### src/logic/adc_seq_cfg.svh
/*
  Constants of the sampling and conversion sequencer: command codes,
  configuration field encodings, sample and conversion lengths, timing.
  Assumes it is included by bare name from the design files.
*/
`ifndef ADC_SEQ_CFG_SVH
`define ADC_SEQ_CFG_SVH

// Command codes, first four serial bits
`define CMD_CH_LAST      4'h7
`define CMD_PWR_DOWN     4'h8
`define CMD_TEST_FIRST   4'hB
`define CMD_TEST_LAST    4'hD
`define CMD_FIFO_READ    4'hE

// Conversion mode field
`define MODE_ONE_SHOT    2'h0
`define MODE_REPEAT      2'h1
`define MODE_SWEEP       2'h2
`define MODE_REP_SWEEP   2'h3

// Conversion clock source field
`define CLK_OSC          2'h0
`define CLK_SCLK         2'h1
`define CLK_SCLK_DIV4    2'h2
`define CLK_SCLK_DIV2    2'h3
`define PRE_LAST_DIV4    2'h3
`define PRE_LAST_DIV2    2'h1
`define PRE_LAST_DIV1    2'h0

// FIFO trigger level field and the highest level that must fill
`define LVL_FULL         2'h0
`define LVL_3Q           2'h1
`define LVL_HALF         2'h2
`define LVL_1Q           2'h3
`define FIFO_LVL_FULL    4'h7
`define FIFO_LVL_3Q      4'h5
`define FIFO_LVL_HALF    4'h3
`define FIFO_LVL_1Q      4'h1

// Sweep sequence field
`define SEQ_ALL          2'h0
`define SEQ_EVEN         2'h1
`define SEQ_PAIRS        2'h2
`define SEQ_ZERO_TWO     2'h3

// Serial clock counts
`define SHORT_SAMPLE_SCLKS 5'h0C
`define LONG_SAMPLE_SCLKS  5'h18
`define CONV_TICKS         5'h0E

// Least time left after the select cycle for the first sample to convert
`define CLK_PERIOD_NS    8
`define EARLY_CONV_NS    2000
`define EARLY_CONV_CYCLES (9'((`EARLY_CONV_NS + `CLK_PERIOD_NS - 1) / `CLK_PERIOD_NS))

`endif

### src/logic/adc_seq_pkg.sv
/*
  Types shared by the sequencer files.
  Assumes nothing of its surroundings.
*/
package adc_seq_pkg;

  typedef enum logic [1:0] {
    ST_IDLE,
    ST_WAIT_CS,
    ST_SAMPLE,
    ST_CONVERT
  } seq_state_e;

  typedef logic [1:0] field2_t;

endpackage

### src/logic/adc_seq.sv
/*
  Sampling trigger and conversion mode sequencer of a 12-bit serial ADC.
  Decides when sampling starts and ends, which trigger starts a
  conversion, and how the four conversion modes use the result FIFO,
  the interrupt and the end-of-conversion indication.
  Assumes all pins are synchronous to mclk_i, that the serial shifter
  pulses cmd_valid_i once the first four command bits are in, and that
  the configuration fields come from a register held elsewhere.
*/
// Overview of operation
// - Conversion command starts the sampling period
// - Normal sampling lasts 12 or 24 serial clocks
// - Pin falling edge with select high samples
// - Pin rising edge ends sampling, starts conversion
// - Repeat select: sampling waits for select high
// - Two select falls, pin high, leave extended
// - Buffered result shown on next read cycle
// - Pin trigger in modes 01-11 needs internal reference
// - Conversion lasts 14 times divider serial clocks
// - Select or sync trigger: 16 or 28 clocks
// - Any command still acts, e.g. power down
// - Mode 00 bypasses FIFO, end flag or interrupt
// - Mode 01 fills FIFO; unread data lost later
// - Repeat pin: early sample converts after 2 us
// - Mode 10 sweeps channels into FIFO to threshold
// - Mode 10 waits for FIFO read before sweeping
// - Mode 11 threshold interrupt, read keeps order
// - Mode 11 without read clears FIFO, continues
// - Mode field encodes 00, 01, 10, 11
// - Clock source field: oscillator, SCLK, /4, /2
// - Trigger level field sets threshold and sweep length
// - Sample select bit: 12 or 24 clocks
`timescale 1ns/1ps
`include "adc_seq_cfg.svh"
module adc_seq
  import adc_seq_pkg::*;
#(
  parameter int DATA_W = 12,
  parameter int DEPTH  = 8,
  parameter int AW     = 3
)
(
  input  wire logic              mclk_i,
  input  wire logic              rst_n_i,
  input  wire logic              ce_i,
  input  wire logic              sclk_i,
  input  wire logic              cs_n_i,
  input  wire logic              frame_sync_pin_i,
  input  wire logic              conv_start_pin_n_i,
  input  wire logic              osc_tick_i,
  input  wire logic              cmd_valid_i,
  input  wire logic [3:0]        cmd_i,
  input  wire logic              rd_pop_i,
  input  wire logic [DATA_W-1:0] conv_data_i,
  input  wire logic              ref_internal_i,
  input  wire logic              long_sample_i,
  input  wire field2_t           clk_src_i,
  input  wire field2_t           mode_i,
  input  wire field2_t           sweep_seq_i,
  input  wire logic              eoc_pin_sel_i,
  input  wire field2_t           fifo_level_i,
  output logic                   sampling_o,
  output logic                   converting_o,
  output logic                   eoc_busy_o,
  output logic                   int_o,
  output logic                   extended_o,
  output logic                   power_down_o,
  output logic [3:0]             channel_o,
  output logic [DATA_W-1:0]      data_out_o,
  output logic                   data_valid_o,
  output logic [AW:0]            fifo_count_o
);

  ////////////////////////////////////////////////////////////////////////////
  // Functions

  // Channel select or self-test select
  function automatic logic is_conv_cmd(input logic [3:0] cmd);
    is_conv_cmd = (cmd <= `CMD_CH_LAST) ||
                  ((cmd >= `CMD_TEST_FIRST) && (cmd <= `CMD_TEST_LAST));
  endfunction

  // Channel for a sweep position
  function automatic logic [3:0] sweep_channel(input field2_t seq, input logic [2:0] idx);
    case (seq)
      `SEQ_ALL:   sweep_channel = {1'b0, idx};
      `SEQ_EVEN:  sweep_channel = {1'b0, idx[1:0], 1'b0};
      `SEQ_PAIRS: sweep_channel = {1'b0, idx[2:1], 1'b0};
      default:    sweep_channel = {2'h0, idx[0], 1'b0};
    endcase
  endfunction

  // Entries that make the threshold: highest filled level plus one
  function automatic logic [AW:0] fifo_thr(input field2_t lvl);
    case (lvl)
      `LVL_FULL: fifo_thr = (AW+1)'(`FIFO_LVL_FULL + 4'h1);
      `LVL_3Q:   fifo_thr = (AW+1)'(`FIFO_LVL_3Q + 4'h1);
      `LVL_HALF: fifo_thr = (AW+1)'(`FIFO_LVL_HALF + 4'h1);
      default:   fifo_thr = (AW+1)'(`FIFO_LVL_1Q + 4'h1);
    endcase
  endfunction

  ////////////////////////////////////////////////////////////////////////////
  // Declarations

  seq_state_e        state_reg;
  logic              sclk_q_reg;
  logic              cs_q_reg;
  logic              fs_q_reg;
  logic              pin_q_reg;
  logic [4:0]        cnt_reg;
  logic              pin_mode_reg;
  logic              early_reg;
  logic              early_conv_reg;
  logic [8:0]        timer_reg;
  logic              ext_reg;
  logic              exit_cnt_reg;
  logic [2:0]        sweep_idx_reg;
  logic              sweep_hold_reg;
  logic [AW-1:0]     wr_ptr_reg;
  logic [AW-1:0]     rd_ptr_reg;
  logic [AW:0]       count_reg;
  logic              read_active_reg;
  logic              thr_hit_reg;
  logic              pend_clear_reg;
  logic [DATA_W-1:0] out_buf_reg;
  logic              buf_valid_reg;
  logic [DATA_W-1:0] mem_rd_data;
  logic              conv_tick;
  logic [AW:0]       count_next;

  logic sclk_rise;
  logic cs_fall;
  logic fs_fall;
  logic pin_fall;
  logic pin_rise;
  logic cycle_start;
  logic pin_enabled;
  logic pin_trig;
  logic conv_cmd;
  logic fifo_rd_cmd;
  logic sweep_mode;
  logic conv_done;
  logic store;
  logic pop;
  logic read_end;
  logic base_clr;
  logic thr_reached;
  logic [4:0] sample_last;

  ////////////////////////////////////////////////////////////////////////////
  // Pin edges and triggers

  // Previous pin levels for edge detection
  always_ff @(posedge mclk_i)
  begin
    if (!rst_n_i)
    begin
      sclk_q_reg <= 1'b0;
      cs_q_reg   <= 1'b1;
      fs_q_reg   <= 1'b1;
      pin_q_reg  <= 1'b1;
    end
    else if (ce_i)
    begin
      sclk_q_reg <= sclk_i;
      cs_q_reg   <= cs_n_i;
      fs_q_reg   <= frame_sync_pin_i;
      pin_q_reg  <= conv_start_pin_n_i;
    end
  end

  assign sclk_rise   = sclk_i && !sclk_q_reg;
  assign cs_fall     = !cs_n_i && cs_q_reg;
  assign fs_fall     = !frame_sync_pin_i && fs_q_reg;
  assign pin_fall    = !conv_start_pin_n_i && pin_q_reg;
  assign pin_rise    = conv_start_pin_n_i && !pin_q_reg;
  // Sync held high: select fall starts a cycle; else the sync fall does
  assign cycle_start = (cs_fall && frame_sync_pin_i) || fs_fall;
  assign pin_enabled = (mode_i == `MODE_ONE_SHOT) || ref_internal_i;
  assign pin_trig    = pin_fall && cs_n_i && pin_enabled;
  assign conv_cmd    = cmd_valid_i && is_conv_cmd(cmd_i);
  assign fifo_rd_cmd = cmd_valid_i && (cmd_i == `CMD_FIFO_READ);
  assign sweep_mode  = mode_i[1];
  assign sample_last = (long_sample_i ? `LONG_SAMPLE_SCLKS : `SHORT_SAMPLE_SCLKS) - 5'h01;
  assign conv_done   = (state_reg == ST_CONVERT) && conv_tick && (cnt_reg == `CONV_TICKS - 5'h01);

  ////////////////////////////////////////////////////////////////////////////
  // Extended sampling flag

  // Entered by a pin trigger; two select falls with pin high leave it
  always_ff @(posedge mclk_i)
  begin
    if (!rst_n_i)
    begin
      ext_reg      <= 1'b0;
      exit_cnt_reg <= 1'b0;
    end
    else if (ce_i)
    begin
      if (pin_trig)
      begin
        ext_reg      <= 1'b1;
        exit_cnt_reg <= 1'b0;
      end
      else if (ext_reg && cs_fall && conv_start_pin_n_i)
      begin
        ext_reg      <= !exit_cnt_reg;
        exit_cnt_reg <= !exit_cnt_reg;
      end
    end
  end

  ////////////////////////////////////////////////////////////////////////////
  // Sample and convert sequencer

  // A pin edge during conversion is not seen; host spacing covers it
  always_ff @(posedge mclk_i)
  begin
    if (!rst_n_i)
    begin
      state_reg      <= ST_IDLE;
      cnt_reg        <= 5'h00;
      pin_mode_reg   <= 1'b0;
      early_reg      <= 1'b0;
      early_conv_reg <= 1'b0;
      timer_reg      <= 9'h000;
      channel_o      <= 4'h0;
    end
    else if (ce_i)
    begin
      case (state_reg)
        ST_IDLE:
        begin
          cnt_reg <= 5'h00;
          if (conv_cmd && !sweep_hold_reg)
          begin
            channel_o <= sweep_mode ? sweep_channel(sweep_seq_i, sweep_idx_reg) : cmd_i;
            if (ext_reg && (mode_i == `MODE_REPEAT))
            begin
              state_reg <= ST_WAIT_CS;
            end
            else if (!ext_reg)
            begin
              state_reg    <= ST_SAMPLE;
              pin_mode_reg <= 1'b0;
            end
          end
          else if (pin_trig && !sweep_hold_reg)
          begin
            if (sweep_mode)
            begin
              channel_o <= sweep_channel(sweep_seq_i, sweep_idx_reg);
            end
            state_reg    <= ST_SAMPLE;
            pin_mode_reg <= 1'b1;
            early_reg    <= 1'b0;
          end
        end
        ST_WAIT_CS:
        begin
          if (cs_n_i)
          begin
            state_reg    <= ST_SAMPLE;
            pin_mode_reg <= 1'b1;
            early_reg    <= 1'b1;
            timer_reg    <= 9'h000;
          end
        end
        ST_SAMPLE:
        begin
          if (early_reg && (timer_reg != `EARLY_CONV_CYCLES))
          begin
            timer_reg <= timer_reg + 9'h001;
          end
          if (pin_mode_reg)
          begin
            if (pin_rise)
            begin
              state_reg <= ST_CONVERT;
              early_reg <= 1'b0;
            end
            else if (early_reg && pin_fall)
            begin
              early_reg <= 1'b0;
              if (timer_reg == `EARLY_CONV_CYCLES)
              begin
                state_reg      <= ST_CONVERT;
                early_conv_reg <= 1'b1;
              end
            end
          end
          else if (sclk_rise)
          begin
            if (cnt_reg == sample_last)
            begin
              state_reg <= ST_CONVERT;
              cnt_reg   <= 5'h00;
            end
            else
            begin
              cnt_reg <= cnt_reg + 5'h01;
            end
          end
        end
        ST_CONVERT:
        begin
          if (conv_tick)
          begin
            cnt_reg <= cnt_reg + 5'h01;
          end
          if (conv_done)
          begin
            cnt_reg        <= 5'h00;
            early_conv_reg <= 1'b0;
            // Pin fell during the early sample: that fall opened a sample
            if (early_conv_reg && !conv_start_pin_n_i)
            begin
              state_reg    <= ST_SAMPLE;
              pin_mode_reg <= 1'b1;
            end
            else
            begin
              state_reg <= ST_IDLE;
            end
            if (sweep_mode)
            begin
              channel_o <= sweep_channel(sweep_seq_i, sweep_idx_reg + 3'h1);
            end
          end
        end
        default:
        begin
          state_reg <= ST_IDLE;
        end
      endcase
    end
  end

  ////////////////////////////////////////////////////////////////////////////
  // Result FIFO control

  assign store       = conv_done && (mode_i != `MODE_ONE_SHOT);
  assign pop         = read_active_reg && rd_pop_i && (count_reg != '0);
  assign read_end    = read_active_reg && (cycle_start || (pop && (count_reg == (AW+1)'(1))));
  assign base_clr    = read_end ||
                       (store && (pend_clear_reg || (count_reg == (AW+1)'(DEPTH))));
  assign count_next  = base_clr ? (AW+1)'(store) : count_reg + (AW+1)'(store) - (AW+1)'(pop);
  assign thr_reached = store && (count_next == fifo_thr(fifo_level_i));

  // Pointers and fill counter; a clear restarts them at zero, the write pointer and counter at one when a result is stored in the same cycle
  always_ff @(posedge mclk_i)
  begin
    if (!rst_n_i)
    begin
      wr_ptr_reg <= '0;
      rd_ptr_reg <= '0;
      count_reg  <= '0;
    end
    else if (ce_i)
    begin
      count_reg <= count_next;
      if (base_clr)
      begin
        rd_ptr_reg <= '0;
        wr_ptr_reg <= store ? AW'(1) : '0;
      end
      else
      begin
        wr_ptr_reg <= wr_ptr_reg + AW'(store);
        rd_ptr_reg <= rd_ptr_reg + AW'(pop);
      end
    end
  end

  // Read cycle, threshold and pending clear; sets win over clears
  always_ff @(posedge mclk_i)
  begin
    if (!rst_n_i)
    begin
      read_active_reg <= 1'b0;
      thr_hit_reg     <= 1'b0;
      pend_clear_reg  <= 1'b0;
      sweep_hold_reg  <= 1'b0;
      sweep_idx_reg   <= 3'h0;
    end
    else if (ce_i)
    begin
      if (fifo_rd_cmd && (mode_i != `MODE_ONE_SHOT))
        read_active_reg <= 1'b1;
      else if (read_end)
        read_active_reg <= 1'b0;
      if (thr_reached)
        thr_hit_reg <= 1'b1;
      else if (fifo_rd_cmd || base_clr)
        thr_hit_reg <= 1'b0;
      if (thr_hit_reg && mode_i[0] && ((cmd_valid_i && !fifo_rd_cmd) || pin_fall))
        pend_clear_reg <= 1'b1;
      else if (base_clr)
        pend_clear_reg <= 1'b0;
      if (thr_reached && (mode_i == `MODE_SWEEP))
        sweep_hold_reg <= 1'b1;
      else if (read_end)
        sweep_hold_reg <= 1'b0;
      if (read_end || (base_clr && !store) || (thr_reached && sweep_mode))
        sweep_idx_reg <= 3'h0;
      else if (conv_done && sweep_mode)
        sweep_idx_reg <= sweep_idx_reg + 3'h1;
    end
  end

  ////////////////////////////////////////////////////////////////////////////
  // Output buffer, data out and indications

  // One-shot results bypass the FIFO into the output buffer
  always_ff @(posedge mclk_i)
  begin
    if (!rst_n_i)
    begin
      out_buf_reg   <= '0;
      buf_valid_reg <= 1'b0;
      data_out_o    <= '0;
      data_valid_o  <= 1'b0;
    end
    else if (ce_i)
    begin
      if (conv_done && (mode_i == `MODE_ONE_SHOT))
      begin
        out_buf_reg   <= conv_data_i;
        buf_valid_reg <= 1'b1;
      end
      else if (cmd_valid_i && (fifo_rd_cmd || conv_cmd) && buf_valid_reg)
      begin
        buf_valid_reg <= 1'b0;
      end
      if (read_active_reg)
      begin
        data_out_o   <= mem_rd_data;
        data_valid_o <= (count_reg != '0);
      end
      else if (cmd_valid_i && (fifo_rd_cmd || conv_cmd) && buf_valid_reg)
      begin
        data_out_o   <= out_buf_reg;
        data_valid_o <= 1'b1;
      end
      else if (cycle_start)
      begin
        data_valid_o <= 1'b0;
      end
    end
  end

  // Registered status; state flags lag the sequencer by one cycle, fifo_count_o does not
  always_ff @(posedge mclk_i)
  begin
    if (!rst_n_i)
    begin
      sampling_o   <= 1'b0;
      converting_o <= 1'b0;
      eoc_busy_o   <= 1'b0;
      int_o        <= 1'b0;
      extended_o   <= 1'b0;
      power_down_o <= 1'b0;
      fifo_count_o <= '0;
    end
    else if (ce_i)
    begin
      sampling_o   <= (state_reg == ST_SAMPLE);
      converting_o <= (state_reg == ST_CONVERT);
      eoc_busy_o   <= (state_reg == ST_CONVERT) && !conv_done && eoc_pin_sel_i &&
                      (mode_i == `MODE_ONE_SHOT);
      extended_o   <= ext_reg;
      fifo_count_o <= count_next;
      if ((conv_done && (mode_i == `MODE_ONE_SHOT) && !eoc_pin_sel_i) || thr_reached)
        int_o <= 1'b1;
      else if (cycle_start || cmd_valid_i)
        int_o <= 1'b0;
      if (cmd_valid_i && (cmd_i == `CMD_PWR_DOWN))
        power_down_o <= 1'b1;
      else if (conv_cmd)
        power_down_o <= 1'b0;
    end
  end

  ////////////////////////////////////////////////////////////////////////////
  // Instances

  conv_clock_div i_conv_clock_div (
    .mclk_i      (mclk_i),
    .rst_n_i     (rst_n_i),
    .ce_i        (ce_i),
    .src_i       (clk_src_i),
    .sclk_rise_i (sclk_rise),
    .osc_tick_i  (osc_tick_i),
    .restart_i   (state_reg != ST_CONVERT),
    .tick_o      (conv_tick)
  );

  fifo_mem #(
    .WIDTH (DATA_W),
    .DEPTH (DEPTH),
    .AW    (AW)
  ) i_fifo_mem (
    .mclk_i    (mclk_i),
    .ce_i      (ce_i),
    .wr_en_i   (store),
    .wr_addr_i (base_clr ? AW'(0) : wr_ptr_reg),
    .wr_data_i (conv_data_i),
    .rd_addr_i (rd_ptr_reg),
    .rd_data_o (mem_rd_data)
  );

endmodule

### src/logic/fifo_mem.sv
/*
  Small result memory: one write port, one read port, read data registered.
  Assumes a single clock and that the caller manages pointers.
*/
`timescale 1ns/1ps
module fifo_mem
  import adc_seq_pkg::*;
#(
  parameter int WIDTH = 12,
  parameter int DEPTH = 8,
  parameter int AW    = 3
)
(
  input  wire logic             mclk_i,
  input  wire logic             ce_i,
  input  wire logic             wr_en_i,
  input  wire logic [AW-1:0]    wr_addr_i,
  input  wire logic [WIDTH-1:0] wr_data_i,
  input  wire logic [AW-1:0]    rd_addr_i,
  output logic      [WIDTH-1:0] rd_data_o
);

  logic [WIDTH-1:0] mem_reg [DEPTH];

  // Storage and registered read; no reset, contents are guarded by count
  always_ff @(posedge mclk_i)
  begin
    if (ce_i)
    begin
      if (wr_en_i)
      begin
        mem_reg[wr_addr_i] <= wr_data_i;
      end
      rd_data_o <= mem_reg[rd_addr_i];
    end
  end

endmodule

### src/logic/conv_clock_div.sv
/*
  Conversion clock tick: internal oscillator tick, or serial clock edges
  divided by one, two or four.
  Assumes serial clock edges arrive as one-cycle pulses in the mclk domain.
*/
`timescale 1ns/1ps
`include "adc_seq_cfg.svh"
module conv_clock_div
  import adc_seq_pkg::*;
(
  input  wire logic    mclk_i,
  input  wire logic    rst_n_i,
  input  wire logic    ce_i,
  input  wire field2_t src_i,
  input  wire logic    sclk_rise_i,
  input  wire logic    osc_tick_i,
  input  wire logic    restart_i,
  output logic         tick_o
);

  logic [1:0] pre_reg;
  logic [1:0] pre_last;

  // Prescaler wrap point from the source field
  always_comb
  begin
    case (src_i)
      `CLK_SCLK_DIV4: pre_last = `PRE_LAST_DIV4;
      `CLK_SCLK_DIV2: pre_last = `PRE_LAST_DIV2;
      default:        pre_last = `PRE_LAST_DIV1;
    endcase
  end

  // Prescaler restarts so every conversion has full-length ticks
  always_ff @(posedge mclk_i)
  begin
    if (!rst_n_i)
    begin
      pre_reg <= 2'h0;
    end
    else if (ce_i)
    begin
      if (restart_i)
      begin
        pre_reg <= 2'h0;
      end
      else if (sclk_rise_i)
      begin
        pre_reg <= (pre_reg == pre_last) ? 2'h0 : pre_reg + 2'h1;
      end
    end
  end

  // One tick per conversion clock period
  assign tick_o = (src_i == `CLK_OSC) ? osc_tick_i
                                      : (sclk_rise_i && (pre_reg == pre_last));

endmodule

### config.mk
export PLATFORM = sky130hd
export DESIGN_NAME = adc_seq
export DESIGN_NICKNAME = d
export VERILOG_FILES = /design/src/logic/adc_seq_pkg.sv /design/src/logic/adc_seq.sv /design/src/logic/fifo_mem.sv /design/src/logic/conv_clock_div.sv
export VERILOG_INCLUDE_DIRS = /design/src /design/src/logic
export SDC_FILE = /design/constraint.sdc
export NUM_CORES = 1
export LEC_CHECK = 0
export ABC_AREA = 1
export BUFFER_PORTS_ARGS = -buffer_cell sky130_fd_sc_hd__buf_2
export CAP_MARGIN = 15
export CORE_ASPECT_RATIO = 0.75
export CORE_MARGIN = 1.5
export CORE_UTILIZATION = 54
export CTS_BUF_LIST = sky130_fd_sc_hd__clkbuf_16
export DETAILED_ROUTE_END_ITERATION = 6
export PLACE_DENSITY = 0.76
export SLEW_MARGIN = 20
export SYNTH_ARGS = -nofsm -noshare
export SYNTH_HDL_FRONTEND = slang
export SYNTH_SLANG_ARGS = --single-unit
### constraint.sdc
create_clock -name mclk_i -period 3.1 [get_ports mclk_i]
set_clock_uncertainty 0.1 [all_clocks]
set_input_delay 0.465 -clock mclk_i [delete_from_list [all_inputs] [get_ports mclk_i]]
set_output_delay 0.465 -clock mclk_i [all_outputs]
set_load 0.02 [all_outputs]
==> results by group, run 1 <==
Logic synthesis
  • Largest family of logic cells by synthesized area: simple AND/OR/NAND/NOR gates
  • Syn Nets: about 950
  • Sequential fraction of the synthesis area: a little under three fifths
  • Post-synth top area share: approximately two fifths
  • Synthesized area per cell: around 9.4 sq um
  • Post-synth cell types: 46
  • Largest area contributor in the netlist: edfxtp_1
  • Simple-gate area share of the yosys netlist: 17.68%
  • Post-synthesis adder-cell area fraction: 2.911%
  • Xor/xnor cell area share of the yosys netlist: 0.6239%
  • Mux share of post-synthesis cell area: 0%
  • Post-synth EDFFs: between 100 and 150
  • Most used DFF post-synth: edfxtp_1
  • Yosys reg bits: about 190
  • Compound-Gate Fraction of Synth Area: 15.37%
  • Synth warn: 0
  • Synth async-reset ratio: 0%
  • Dominant cells by area after synthesis: edfxtp_1, dfxtp_1, nor2_1, o21ai_0, a21oi_1
  • Synth Instances: 895
  • Mapped Area: between 8000 and 9000 sq um

STA
  • Hold Vio Cnt, Final: 0
  • Final WS setup: -111.3 ps
  • Final critical-path share of the clock period: 103.6%
  • Worst slew margin: roughly half
  • RSZ-0062 raised after global routing: true
  • Pins Over Slew Limit: 0
  • Fin crit period: 3211 ps
  • Final hold slack: between 150 and 200 ps
  • Worst Tran Pin Value: a little under 800 ps
  • Max Freq: between 300 and 400 MHz
  • Final setup violating endpoints: 7
  • Setup TNS: -501.6 ps

Floorplan
  • Die Area: between 15000 and 20000 sq um
  • Die span in y: roughly 110 microns
  • I/O Pins: between 60 and 70
  • Die W: 147.2 microns
  • Core box area: ~15000 sq um
  • Starting Density: about 55%
  • Row cnt: 39

Worst hold path
  • Hold endpoint: fs_q_reg$_SDFFE_PN1P_
  • Min-delay src: frame_sync_pin_i
  • Hold path depth: 3
  • Min-Delay Path Class: input pin to flip-flop

Clocking
  • Clock Sinks: roughly 190
  • H-tree lvl count: 4
  • Total CTS buffers: 17
  • Worst-Skew Late Latency: 430 ps
  • CTS root buffer: clkbuf_16
  • Reg clk slew, reported paths: roughly 70 ps
  • CTS tree: built
  • CTS Buffer Depth: 2

Pwr
  • Static leakage: 3.815 nW
  • PwrDens: between 500 and 600 nW/um^2
  • Maximum VDD drop: roughly 350 uV

Worst setup path
  • Slowest stage delay, CP: between 300 and 400 ps
  • FF-to-FF path depth: 21
  • RR Startpoint: cnt_reg[1]$_SDFFE_PN0P_
  • CP max-delay cell: fa_2
  • WP data required: 3320 ps
  • Worst Path Arrival: 3430 ps
  • Flop2flop setup slack: -110 ps
  • CP startpoint kind: flip-flop
  • Worst-path cell chain: inv_2, ha_4, nand3_4, nor3_4, nand2_2, nor2_4, inv_2, ha_4, inv_2, ha_4, fa_2, xor2_2, nand3_2, nand2_2, nand2_2, nor2_4, nand3_4, nand3_4, nand3_2, nand2_1, nor2_1
  • Crit-path max FO: 6
  • Endpoint type of the worst setup path: flip-flop
  • RR Endpoint: sweep_idx_reg[2]$_SDFFE_PN0P_
  • CP Class: flip-flop to flip-flop

Placement
  • Post-Place Worst Slack: -247.1 ps
  • DP HPWL: between 10000 and 15000 microns
  • RD Place Congestion: a little over 0.9
  • PortBufs: 63

Detailed routing
  • Vias per inst: 5.699
  • DRC violations left: 0
  • DR iter-0 viols: between 600 and 700
  • Post-DRT Antenna Nets: 0
  • Final wirelength: 20440 microns
  • Via count: between 6000 and 7000
  • WL/cell: between 15 and 20 microns
  • Drt first pass iters: 6

Final layout
  • Layout Nets: between 1000 and 1500
  • Most frequent cells in the layout: nor2_1, edfxtp_1, o21ai_0
  • Share of layout cells above drive strength 1: 19.78%
  • Fillers: between 1000 and 1500
  • P&R area growth vs syn: 17.19%
  • # diodes: 0
  • Max reg flops: 96
  • Most common cell after layout, fill and taps aside: nor2_1

Run status
  • Outcome: finished, violations left
  • Failing checks: negative setup slack

Job
  • Max cap viols: 0

Global route
  • Largest net degree at the start of global routing: 49
  • Global-route wire length before repair: between 30000 and 40000 microns
  • Total track usage: about a quarter
  • Initial antenna violation count: 0
  • Global route overflow: 0
  • Vias in the first global route: approximately 6400
[report_power, final]
part	internal, W	leakage (nW)	switching [W]	total, W
combinational	0.000252	1.91	0.000470	0.000722
sequential	0.00270	1.63	0.0000548	0.00276
clock	0.00112	0.279	0.000936	0.00206
total	0.00408	3.81	0.00146	0.00554
[synthesized netlist by cell type, types with 4 or more instances]
master	number
nor2_1	156
edfxtp_1	108
o21ai_0	98
dfxtp_1	80
inv_1	79
nand2_1	79
a21oi_1	66
nand3_1	41
clkbuf_1	28
ha_1	18
a31oi_1	17
a211oi_1	16
nor3_1	16
o22ai_1	12
nand4_1	10
o211ai_1	7
inv_2	5
nand2_2	5
nor2_4	4
nor4_1	4
o21ai_1	4
xor2_1	4
[through the flow]
step	area, sq um	instances	power, W	utilization [%]
floorplan	8442	895	0.003264	-
global placement	9158	1161	0.003454	60.15
detailed placement	9158	1161	0.003469	60.15
CTS	9771	1198	0.005522	64.18
global route	9871	1201	0.005739	64.83
finish	9871	1201	0.005538	64.83
[cell type report]
cell class / count / area [sq um] / area share (%)
Sequential cell: 188 / 4850 / 49.13
Timing Repair Buffer: 107 / 661.9 / 6.706
Multi-Input combinational cell: 583 / 3202 / 32.44
Tap cell: 205 / 256.5 / 2.599
Clock buffer: 19 / 475.5 / 4.817
Inverter: 86 / 335.3 / 3.397
Clock inverter: 13 / 90.09 / 0.9127
[cell families after synthesis]
group,count (synthesis)
fa+ha+maj,19
xor+xnor,6
buf+inv,124
compound gates,231
flops,188
simple gates,327
[routing by layer]
metal | vias to the layer above | global-route usage, % | share of wire (%)
li1 | 3281 | - | -
met1 | 3248 | 37.39 | 46
met2 | 288 | 38.37 | 45
met3 | 27 | 6.255 | 8.1
met4 | 0 | 6.933 | 1.4
met5 | - | 0 | 0
[worst max path at each step]
stage | startpoint | to | slack [ps] | cells after the start
CTS | cnt_reg[1]$_SDFFE_PN0P_ | sweep_idx_reg[1]$_SDFFE_PN0P_ | 2 | 21
global placement | clk_src_i[1] | sweep_idx_reg[0]$_SDFFE_PN0P_ | -140 | 23
detailed placement | clk_src_i[1] | sweep_idx_reg[1]$_SDFFE_PN0P_ | -250 | 23
global route | cnt_reg[1]$_SDFFE_PN0P_ | sweep_idx_reg[2]$_SDFFE_PN0P_ | -270 | 24
finish | cnt_reg[1]$_SDFFE_PN0P_ | sweep_idx_reg[2]$_SDFFE_PN0P_ | -110 | 21
floorplan | state_reg[1]$_SDFFE_PN0P_ | sweep_idx_reg[0]$_SDFFE_PN0P_ | 5 | 21
[repair_timing]
item | CTS | global route
resized for setup | 3 | 19
endpoints found under the hold margin | 0 | 0
pin swaps | 6 | 15
hold buffers | 0 | 0
cloned | 0 | 0
setup buffers | 5 | 4
setup endpoints to repair | 4 | 7
[worst max-delay path: cells and delay by family, from the launching register on]
| kind | cells | cell delay [ps] |
|---|---|---|
| flip-flops | 1 | 320 |
| AND/OR/NAND/NOR | 13 | 1400 |
| XOR/XNOR | 1 | 200 |
| buffers and inverters | 3 | 150 |
| adder cells (fa/ha/maj) | 4 | 920 |
No activity file was read; power rests on OpenSTA's default activity.
==> run 2, diff against run 1 <==
--- a/config.mk
+++ b/config.mk
@@ -6,7 +6,6 @@
 export SDC_FILE = /design/constraint.sdc
 export NUM_CORES = 1
 export LEC_CHECK = 0
-export ABC_AREA = 1
 export BUFFER_PORTS_ARGS = -buffer_cell sky130_fd_sc_hd__buf_2
 export CAP_MARGIN = 15
 export CORE_ASPECT_RATIO = 0.75
==> run 2 against run 1 <==
  * The flow still finishes with violations (negative setup slack)
  * Synthesized area down 0.49%
  * Synthesized cell count decreased by 24%
  * Register-to-register slack hardly changed
  * Sequential cell count did not move
  * Worst hold slack better by 61 ps
  * Maximum frequency down 0.12%
==> results by group, run 2 <==
Floorplan
  • Die span in y: 110.9 microns (-0.24%)
  • Core box area: 15220 sq um (unchanged)
  • Die W: 146.9 microns (-0.24%)
  • Starting Density: 55.05% (-0.27 points)
  • Row cnt: 39 (unchanged)
  • Die Area: 16290 sq um (-0.48%)
  • I/O Pins: 64 (unchanged)

Global route
  • Met1 Usage GRT: 35.85% (-1.5 points)
  • Largest net degree at the start of global routing: 45 (-8.2%)
  • Total track usage: 25.96% (+0.29 points)
  • GR Util met3: 5.967% (-0.29 points)
  • Met2 Use GR: 40.88% (+2.5 points)
  • Global route overflow: 0 (unchanged)
  • Top Usage Layer GRT: met2
  • Vias in the first global route: 6152 (-3.6%)
  • Initial antenna violation count: 0 (unchanged)
  • Global-route wire length before repair: 32400 microns (-0.63%)

Final layout
  • P&R area growth vs syn: 19.59%
  • Layout Nets: 843 (-19%)
  • Final core occ: 65.84% (+1.0 points)
  • Most common cell after layout, fill and taps aside: edfxtp_1
  • Most frequent cells in the layout: edfxtp_1, dfxtp_1, buf_2
  • # diodes: 0 (unchanged)
  • Share of layout cells above drive strength 1: 27.88% (+8.1 points)
  • Max reg flops: 96 (unchanged)

Pwr
  • Maximum VDD drop: 345.5 uV (-2.4%)
  • Total power draw: 0.005011 W (-9.5%)
  • PwrDens: 499.9 nW/um^2 (-11%)
  • Static leakage: 3.616 nW (-5.2%)

Logic synthesis
  • Synth async-reset ratio: 0% (unchanged)
  • Most used DFF post-synth: edfxtp_1
  • Top post-synthesis cells by count: edfxtp_1, dfxtp_1, nor2_1
  • Synth Instances: 683 (-24%)
  • Dominant cells by area after synthesis: edfxtp_1, dfxtp_1, mux4_2, mux2i_1, nor2_1
  • Post-synth EDFFs: 108 (unchanged)
  • Syn Nets: 739 (-22%)
  • Post-synth cell types: 68 (+48%)
  • Sequential fraction of the synthesis area: 57.80% (+0.28 points)
  • Yosys reg bits: 188 (unchanged)
  • Synthesized area per cell: 12.27 sq um (+30%)
  • Mapped Area: 8382 sq um (-0.49%)
  • Post-synth top area share: 38.69% (+0.19 points)
  • Most common cell in the synthesized netlist: edfxtp_1
  • Synth warn: 0 (unchanged)
  • Largest area contributor in the netlist: edfxtp_1

Worst setup path
  • Endpoint type of the worst setup path: flip-flop
  • CP max-delay cell: fa_2
  • WP data required: 3320 ps (about the same)
  • Worst Path Arrival: 3440 ps (about the same)
  • Crit-path max FO: 2 (-4)
  • Slowest stage delay, CP: 540 ps (+170 ps)
  • CP Class: flip-flop to flip-flop
  • CP startpoint kind: flip-flop
  • Worst-path cell chain: inv_2, ha_4, nand2_4, nor4_4, a21boi_4, inv_2, ha_4, inv_2, ha_4, fa_2, nand2_1, and4_1, a22oi_2, buf_6, a2111oi_4, a21o_1

Clocking
  • Total CTS buffers: 17 (unchanged)
  • Worst-Skew Late Latency: 430 ps (about the same)
  • CTS tree: built
  • H-tree lvl count: 4 (unchanged)
  • Hold buffers post-CTS: 0 (unchanged)
  • CTS root buffer: clkbuf_16
  • CTS Buffer Depth: 2 (unchanged)
  • Clock Sinks: 188 (unchanged)
  • Reg clk slew, reported paths: 70 ps (about the same)

Placement
  • RD Place Congestion: 0.9507 (+2.6%)
  • PortBufs: 63 (unchanged)
  • DP HPWL: 13590 microns (+3.9%)

STA
  • Max Freq: 311.0 MHz (-0.12%)
  • Final critical-path share of the clock period: 103.7% (+0.12 points)
  • Worst Tran Pin Value: 777.7 ps (+5.152 ps)
  • RSZ-0062 raised after global routing: true
  • Fin crit period: 3215 ps (+3.778 ps)
  • Final setup violating endpoints: 6 (-1)
  • Pins Over Slew Limit: 0 (unchanged)
  • Worst slew margin: 48.08% (-0.096 points)
  • Final WS setup: -115.1 ps (-3.778 ps)
  • Hold Vio Cnt, Final: 0 (unchanged)

Detailed routing
  • WL/cell: 20.40 microns (+20%)
  • Vias per inst: 6.140 (+7.8%)
  • DRC violations left: 0 (unchanged)
  • Drt first pass iters: 6 (unchanged)
  • Post-DRT Antenna Nets: 0 (unchanged)
  • Final wirelength: 20500 microns (+0.34%)
  • Via count: 6171 (-9.8%)
  • DR iter-0 viols: 616 (-8.5%)

Worst hold path
  • Min-Delay Path Class: input pin to flip-flop

Job
  • Max cap viols: 0 (unchanged)

Run status
  • Outcome: finished, violations left
  • Failing checks: negative setup slack
run 2: cell types whose count changed in the layout (fill, tap and decap cells not counted), moves of 11 or more:
cell,delta
mux2_2,+16
o21ai_0,-70
mux4_2,+24
o22ai_1,-11
nand2_1,-29
a21oi_1,-24
nand3_1,-24
mux2i_1,+33
nor2_1,-94
inv_1,-55
run 2: path summary, 6_finish.rpt:
kind                        startpoint                                 end  slack (ps)  depth (start not counted)
min reg2reg  channel_o[3]$_SDFFE_PN0P_           channel_o[3]$_SDFFE_PN0P_         370                          2
max            cnt_reg[1]$_SDFFE_PN0P_            thr_hit_reg$_SDFFE_PN0P_        -120                         16
min                     conv_data_i[6]  i_fifo_mem.mem_reg[0][6]$_DFFE_PP_         230                          1
max reg2reg    cnt_reg[1]$_SDFFE_PN0P_            thr_hit_reg$_SDFFE_PN0P_        -120                         16
run 2: final cells by class:
type | instances | area, sq um
Timing Repair Buffer | 116 | 742.0
Inverter | 23 | 86.33
Clock buffer | 17 | 425.4
Fill cell | 1087 | 5201
Sequential cell | 188 | 4848
Multi-Input combinational cell | 441 | 3553
Clock inverter | 15 | 111.4
Tap cell | 205 | 256.5
run 2: logic make-up after synthesis:
kind of cell	Yosys count	share of synthesized area (%)
flops	188	57.80
fa+ha+maj	19	2.926
xor+xnor	12	1.418
simple gates	201	12.06
buf+inv	54	2.478
mux	73	12.54
compound gates	136	10.78
run 2: report_power, final:
group          total (W)  internal (W)  switching (W)
sequential       0.00267       0.00266      0.0000186
combinational   0.000333      0.000119       0.000215
clock            0.00200       0.00109       0.000914
run 2: routing by layer:
layer / up-vias / part of all wire, %
met5: - / 0
li1: 2790 / -
met4: 0 / 2.1
met2: 289 / 47
met3: 43 / 7.8
met1: 3049 / 43
run 2: critical path: cells and delay by family (launching register included):
| kind | cells | cell delay (ps) |
|---|---|---|
| buffers and inverters | 4 | 360 |
| AOI/OAI and AO/OA | 4 | 720 |
| DFF | 1 | 330 |
| adders and majority gates | 4 | 1100 |
| and+or+nand+nor | 4 | 510 |
run 2: repair_timing:
| item | CTS | global route |
|---|---|---|
| setup buffers | 3 | 1 |
| setup endpoints to repair | 6 | 6 |
| gates resized for setup | 20 | 8 |
| pin swaps | 14 | 3 |
run 2: through the flow:
| stage | worst slack, ps | setup TNS (ps) | cells | hold WS [ps] | instance area (sq um) |
|---|---|---|---|---|---|
| after floorplan | 0.04174 | 0 | 683 | 333.2 | 8471 |
| after global placement | -174.6 | -740.3 | 969 | 346.1 | 9314 |
| after detailed placement | -312.1 | -1546 | 969 | 356.3 | 9314 |
| after CTS | -101.3 | -446.4 | 1004 | 209.5 | 9967 |
| after global routing | -258.2 | -1129 | 1005 | 230.9 | 10020 |
| final | -115.1 | -500.2 | 1005 | 232.8 | 10020 |
